<file path="src/lvdc_pkg.sv">
// Contract
// - bit 2 of the control register is a read-only copy of the detector status and writes do not change it.
// - in full performance mode the status is set below the assert level, cleared above the deassert level and held in between; it is zero in other modes.
// - the enable bit at bit 1 gates the request, which is raised whenever the flag is set and enabled.
// - the flag at bit 0 is set on every rising or falling change of the status bit.
// - the flag is cleared only by writing one to it, writing zero does nothing.
// - entering reduced power mode never clears the flag, but it sets the flag when the status drops from one to zero.
// - the detector updates the status only in full performance mode and is idle otherwise.
// - a low regulator enable pin selects shutdown, a high one selects full performance or reduced power.
// - the single control register decodes at offset 0x0000 and is readable and writable.
// - stop mode selects reduced power, otherwise full performance when the enable pin is high.
package lvdc_pkg;
	localparam logic [1:0] CTRL_OFFSET   = 2'h0;
	localparam int         STATUS_BIT    = 2;
	localparam int         IRQ_EN_BIT    = 1;
	localparam int         IRQ_FLAG_BIT  = 0;
	localparam int         CTRL_LANE     = 0;
	localparam logic [7:0] CTRL_RESET    = 8'h00;
	localparam logic [31:0] UNMAPPED_DATA = 32'h0000_0000;

	typedef enum logic [2:0] {
		LVDC_SHUTDOWN  = 3'h1,
		LVDC_FULL_PERF = 3'h2,
		LVDC_REDUCED   = 3'h4
	} lvdc_mode_t;

	typedef struct packed {
		logic       read;
		logic       write;
		logic [1:0] address;
		logic [3:0] byteenable;
		logic [31:0] writedata;
	} lvdc_req_t;
endpackage

</file>
<file path="src/lvdc_top.sv">
// The Avalon-MM register port was left to the implementer.
`timescale 1ns/10ps
`default_nettype none
module lvdc_top (
	input  wire logic        mclk,
	input  wire logic        reset,
	input  wire logic [1:0]  avs_address,
	input  wire logic        avs_read,
	input  wire logic        avs_write,
	input  wire logic [3:0]  avs_byteenable,
	input  wire logic [31:0] avs_writedata,
	output logic      [31:0] avs_readdata,
	output logic             avs_waitrequest,
	input  wire logic        regulator_enable_pin,
	input  wire logic        stop_mode,
	input  wire logic        detect_below_assert,
	input  wire logic        detect_above_deassert,
	output logic             low_voltage_interrupt,
	output logic      [2:0]  regulator_mode
);
	// ----------------------------------------
	// input synchronisers
	// ----------------------------------------
	logic [3:0] sync1_reg, sync1_next, sync2_reg, sync2_next;
	always_comb begin
		sync1_next = {regulator_enable_pin, stop_mode, detect_below_assert, detect_above_deassert};
		sync2_next = sync1_reg;
	end
	always_ff @(posedge mclk) begin
		if (reset) begin
			sync1_reg <= 4'h0;
			sync2_reg <= 4'h0;
		end else begin
			sync1_reg <= sync1_next;
			sync2_reg <= sync2_next;
		end
	end
	logic en_s, stop_s, below_s, above_s;
	assign {en_s, stop_s, below_s, above_s} = sync2_reg;

	// ----------------------------------------
	// mode and detector
	// ----------------------------------------
	lvdc_pkg::lvdc_mode_t mode_reg, mode_next;
	logic status_reg, status_next, en_reg, en_next, flag_reg, flag_next;
	logic waitdone_reg, waitdone_next;
	logic [31:0] rdata_reg, rdata_next;

	function automatic logic hit(input logic [1:0] a);
		hit = (a == lvdc_pkg::CTRL_OFFSET);
	endfunction

	// control word as software sees it; upper bits stay zero
	function automatic logic [31:0] ctrl_word(input logic s, input logic e, input logic f);
		ctrl_word                         = lvdc_pkg::UNMAPPED_DATA;
		ctrl_word[lvdc_pkg::STATUS_BIT]   = s;
		ctrl_word[lvdc_pkg::IRQ_EN_BIT]   = e;
		ctrl_word[lvdc_pkg::IRQ_FLAG_BIT] = f;
	endfunction

	// ----------------------------------------
	// bus request carrier
	// ----------------------------------------
	lvdc_pkg::lvdc_req_t req;
	assign req.read       = avs_read;
	assign req.write      = avs_write;
	assign req.address    = avs_address;
	assign req.byteenable = avs_byteenable;
	assign req.writedata  = avs_writedata;

	logic wr_acc, rd_acc, hit_ctrl, clr_req;
	// one wait state: the access completes on the cycle after it appears
	assign wr_acc   = req.write && waitdone_reg;
	assign rd_acc   = req.read && waitdone_reg;
	// lane 0 holds the whole register, so a write without it is refused
	assign hit_ctrl = hit(req.address) && req.byteenable[lvdc_pkg::CTRL_LANE];
	assign clr_req  = wr_acc && hit_ctrl && req.writedata[lvdc_pkg::IRQ_FLAG_BIT];

	always_comb begin
		// pin assumed static while powered, so mode is simply followed
		if (!en_s)
			mode_next = lvdc_pkg::LVDC_SHUTDOWN;
		else if (stop_s)
			mode_next = lvdc_pkg::LVDC_REDUCED;
		else
			mode_next = lvdc_pkg::LVDC_FULL_PERF;
		status_next = status_reg;
		if (mode_reg != lvdc_pkg::LVDC_FULL_PERF)
			status_next = 1'h0;
		else if (below_s)
			status_next = 1'h1;
		else if (above_s)
			status_next = 1'h0;
		en_next = en_reg;
		if (wr_acc && hit_ctrl)
			en_next = req.writedata[lvdc_pkg::IRQ_EN_BIT];
		// set wins over a simultaneous clear; mode entry never clears
		flag_next = flag_reg;
		if (clr_req)
			flag_next = 1'h0;
		if (status_next != status_reg)
			flag_next = 1'h1;
		waitdone_next = (req.read || req.write) && !waitdone_reg;
		rdata_next = rdata_reg;
		if (rd_acc) begin
			rdata_next = lvdc_pkg::UNMAPPED_DATA;
			if (hit(req.address))
				rdata_next = ctrl_word(status_reg, en_reg, flag_reg);
		end
	end
	always_ff @(posedge mclk) begin
		if (reset) begin
			mode_reg     <= lvdc_pkg::LVDC_SHUTDOWN;
			status_reg   <= lvdc_pkg::CTRL_RESET[lvdc_pkg::STATUS_BIT];
			en_reg       <= lvdc_pkg::CTRL_RESET[lvdc_pkg::IRQ_EN_BIT];
			flag_reg     <= lvdc_pkg::CTRL_RESET[lvdc_pkg::IRQ_FLAG_BIT];
			waitdone_reg <= 1'h0;
			rdata_reg    <= lvdc_pkg::UNMAPPED_DATA;
		end else begin
			mode_reg     <= mode_next;
			status_reg   <= status_next;
			en_reg       <= en_next;
			flag_reg     <= flag_next;
			waitdone_reg <= waitdone_next;
			rdata_reg    <= rdata_next;
		end
	end

	assign avs_waitrequest       = (req.read || req.write) && !waitdone_reg;
	assign avs_readdata          = rd_acc ? rdata_next : rdata_reg;
	assign low_voltage_interrupt = en_reg && flag_reg;
	assign regulator_mode        = mode_reg;
endmodule
`default_nettype wire

</file>
<file path="config.mk">
export PLATFORM = sky130hd
export DESIGN_NAME = lvdc_top
export DESIGN_NICKNAME = d
export VERILOG_FILES = /design/src/lvdc_pkg.sv /design/src/lvdc_top.sv
export SDC_FILE = /design/constraint.sdc
export NUM_CORES = 1
export LEC_CHECK = 0
export BUFFER_PORTS_ARGS = -buffer_cell sky130_fd_sc_hd__buf_2
export CAP_MARGIN = 20
export CORE_UTILIZATION = 45
export CTS_BUF_LIST = sky130_fd_sc_hd__clkbuf_2
export DETAILED_ROUTE_END_ITERATION = 8
export PLACE_DENSITY = 0.81
export SLEW_MARGIN = 20
export SYNTH_ARGS = -nofsm -noshare
export SYNTH_HDL_FRONTEND = slang
export SYNTH_SLANG_ARGS = --single-unit
export TNS_END_PERCENT = 5
</file>
<file path="constraint.sdc">
create_clock -name mclk -period 1.35 [get_ports mclk]
set_input_delay 0 -clock mclk [delete_from_list [all_inputs] [get_ports mclk]]
set_output_delay 0 -clock mclk [all_outputs]
set_load 0.03 [all_outputs]
</file>
==> flow_summary.yaml <==
grt:
  grt_max_degree: 30
  gr-total-overflow: 0
  grt_pass1_wl_mm: 4.781
  grt_usage_pct: 15.89
  grt_pass1_vias: 1088
  grt_antenna_before_repair: 0
routing:
  routed_wl_mm: 2.770
  drc_errors: 0
  wire_per_inst_um: 10.37
  drtIter0Drc: 41
  avgViaCountPerCell: 4.404
  postRouteAntennaNets: 0
  vias: 1176
  dr.pass1.iters: 3
outcome:
  violations: "setup timing"
  status: "finished with violations"
final_layout:
  utilization_pct: 64.38
  instances_no_fill: 267
  n_fill_cell: 286
  drive_gt1_share_pct: 30.77
  syn_to_final_growth_pct: 34.15
  largest_reg_flops: 32
  diodes: 0
  final_nets: 266
sta:
  period_minus_slack_ns: 1.480
  fmax_mhz: 675.5
  hold_viol: 0
  rsz0062_at_grt: "true"
  tightest_slew_ns: 0.5310
  finClkSkew_ns: 0.01547
  drv_slew: 0
  finalCritPeriodShare_pct: 109.7
  slew_headroom_pct: 64.52
  setup_ws_ns: -0.1304
  finalSetupViolCount: 26
setup_path:
  worstPathMaxFanout: 3
  cpPeakStageDelay_ns: 0.40
  critPathArrivalTime_ns: 1.48
  worstSetupEndpointType: "output pin"
  cp.required_ns: 1.35
  startpoint_type: "register"
  crit_top_cell: "buf_6"
  crit_type: "register to output pin"
  path_cells: "buf_6 > and4bb_1 > a22o_2 > buf_6"
  slowest_stage: "dfxtp_4"
cts:
  clk_path_buf_depth: 2
  cts_tree: "done"
  clkTransAtPathRegs_ns: 0.20
  cts.sinks: 47
  htree_levels: 2
  cts-root-buf: "clkbuf_2"
  clock_latency_ns: 0.40
  cts_buffers: 5
floorplanning:
  die_area_um2: 3859
  core_region_area_um2: 3390
  initial_core_util_pct: 47.99
  fp.dieH_um: 62.12
  row_count: 21
  die_w_um: 62.12
  ios: 83
power_and_ir_drop:
  power_uw: 2105
  ir_worst_vdd_mv: 0.6809
  power.leakage_uw: 0.001051
  power.density_nw_per_um2: 964.6
yosys:
  synthDistinctLibCells: 27
  syn_nets: 199
  syn-cell-area_um2: 1627
  ys.flop_type: "dfxtp_1"
  ys_top_cells_by_area: "dfxtp_1 58%, and2_1 23%, nor2b_1 3.8%"
  yosys_warnings: 0
  seq_area_frac_synth_pct: 57.85
  synth_top_area_share_pct: 57.85
  synth_area_per_cell_um2: 10.63
  syn_inst: 153
  synth_top_area_cell: "dfxtp_1"
  yosysMostFrequentCell: "and2_1"
  yosys-top-cells-count: "59 x and2_1, 47 x dfxtp_1, 10 x nor2b_1, 8 x nor2_1, 3 x buf_6"
  ys_async_sr_fraction_pct: 0
  synth-edff-count: 0
  ys_ff_latch: 47
placement:
  gp_congestion: 0.6620
  hpwl_mm: 1.753
  place_inst: 243
  port-buffer-count: 49
worst_hold_path:
  hold_path.class: "input port to register"
job:
  max-cap-violations: 0
-- per-stage QoR --
step / cell area (um^2) / setup slack [ns] / hold WS (ns) / setup TNS (ns)
3_5_place_dp: 1893 / -0.004282 / 0.2223 / -0.004282
2_1_floorplan: 1627 / 0.1842 / 0.1282 / 0
4_1_cts: 2126 / -0.1655 / 0.01228 / -3.866
5_1_grt: 2182 / -0.2405 / 0.03248 / -4.919
3_3_place_gp: 1893 / 0.01872 / 0.2065 / 0
6_report: 2182 / -0.1304 / 0.07203 / -1.052
-- layout by cell type (no fill, tap or decap), types with 2 or more instances in the layout --
cell type,count
clkbuf_2,6
buf_6,4
and2_1,59
nor2b_1,10
a22o_1,2
clkbuf_4,15
dlygate4sd3_1,14
buf_2,30
nor2_1,8
inv_1,2
buf_4,4
dfxtp_1,46
and2b_1,2
-- critical path: cells and delay by family, from the launching register on --
kind	cells	cell delay [ns]
buffers and inverters	2	0.25
flip-flops	1	0.40
AO/OA/AOI/OAI	1	0.23
AND/OR/NAND/NOR	1	0.21
-- path summary, 6_finish.rpt --
kind                                                     end  slack, ns                     from  depth (start not counted)
worst max-delay path                         avs_readdata[0]      -0.13  waitdone_reg$_SDFF_PP0_                          4
worst min-delay path                     en_reg$_SDFFE_PP0P_       0.07        avs_byteenable[0]                          4
worst max register to register         flag_reg$_SDFFE_PP0P_       0.09  waitdone_reg$_SDFF_PP0_                          5
worst min register to register  regulator_mode[2]$_SDFF_PP0_       0.45  sync2_reg[2]$_SDFF_PP0_                          2
-- area by class of cell --
cell class	instances	area, um^2	area share [%]
Tap cell	46	57.56	2.638
Clock buffer	6	30.03	1.376
Inverter	2	7.507	0.3440
Clock inverter	2	12.51	0.5734
Multi-Input combinational cell	96	631.9	28.96
Sequential cell	47	944.7	43.29
Timing Repair Buffer	68	498.0	22.82
-- metal layers --
layer	GRT usage, %	up-vias	share of wire (%)
met5	0	-	0
met2	26.79	40	48
met4	4.360	0	0.97
met3	6.618	4	6.4
met1	18.47	523	45
li1	-	609	-
-- power breakdown --
part | total, uW | leakage, uW | internal, uW | switching, uW
Clock | 546 | 0.0000290 | 132 | 414
Combinational | 145 | 0.000641 | 75.2 | 70.2
Sequential | 1410 | 0.000381 | 1410 | 7.58
-- kinds of logic after synthesis --
family	after synthesis	synth area share, %
AND/OR/NAND/NOR	86	32.69
AO/OA/AOI/OAI	10	5.385
buffers and inverters	10	4.077
flip-flops	47	57.85
-- repair_timing --
item	in CTS	in global routing
gates cloned	0	0
endpoints found under the setup margin	61	33
gates resized for setup	10	21
setup buffers	2	0
pin swaps	2	2
hold buffers	14	0
endpoints found under the hold margin	42	0
Note: power is estimated with default switching activity, not from simulation.
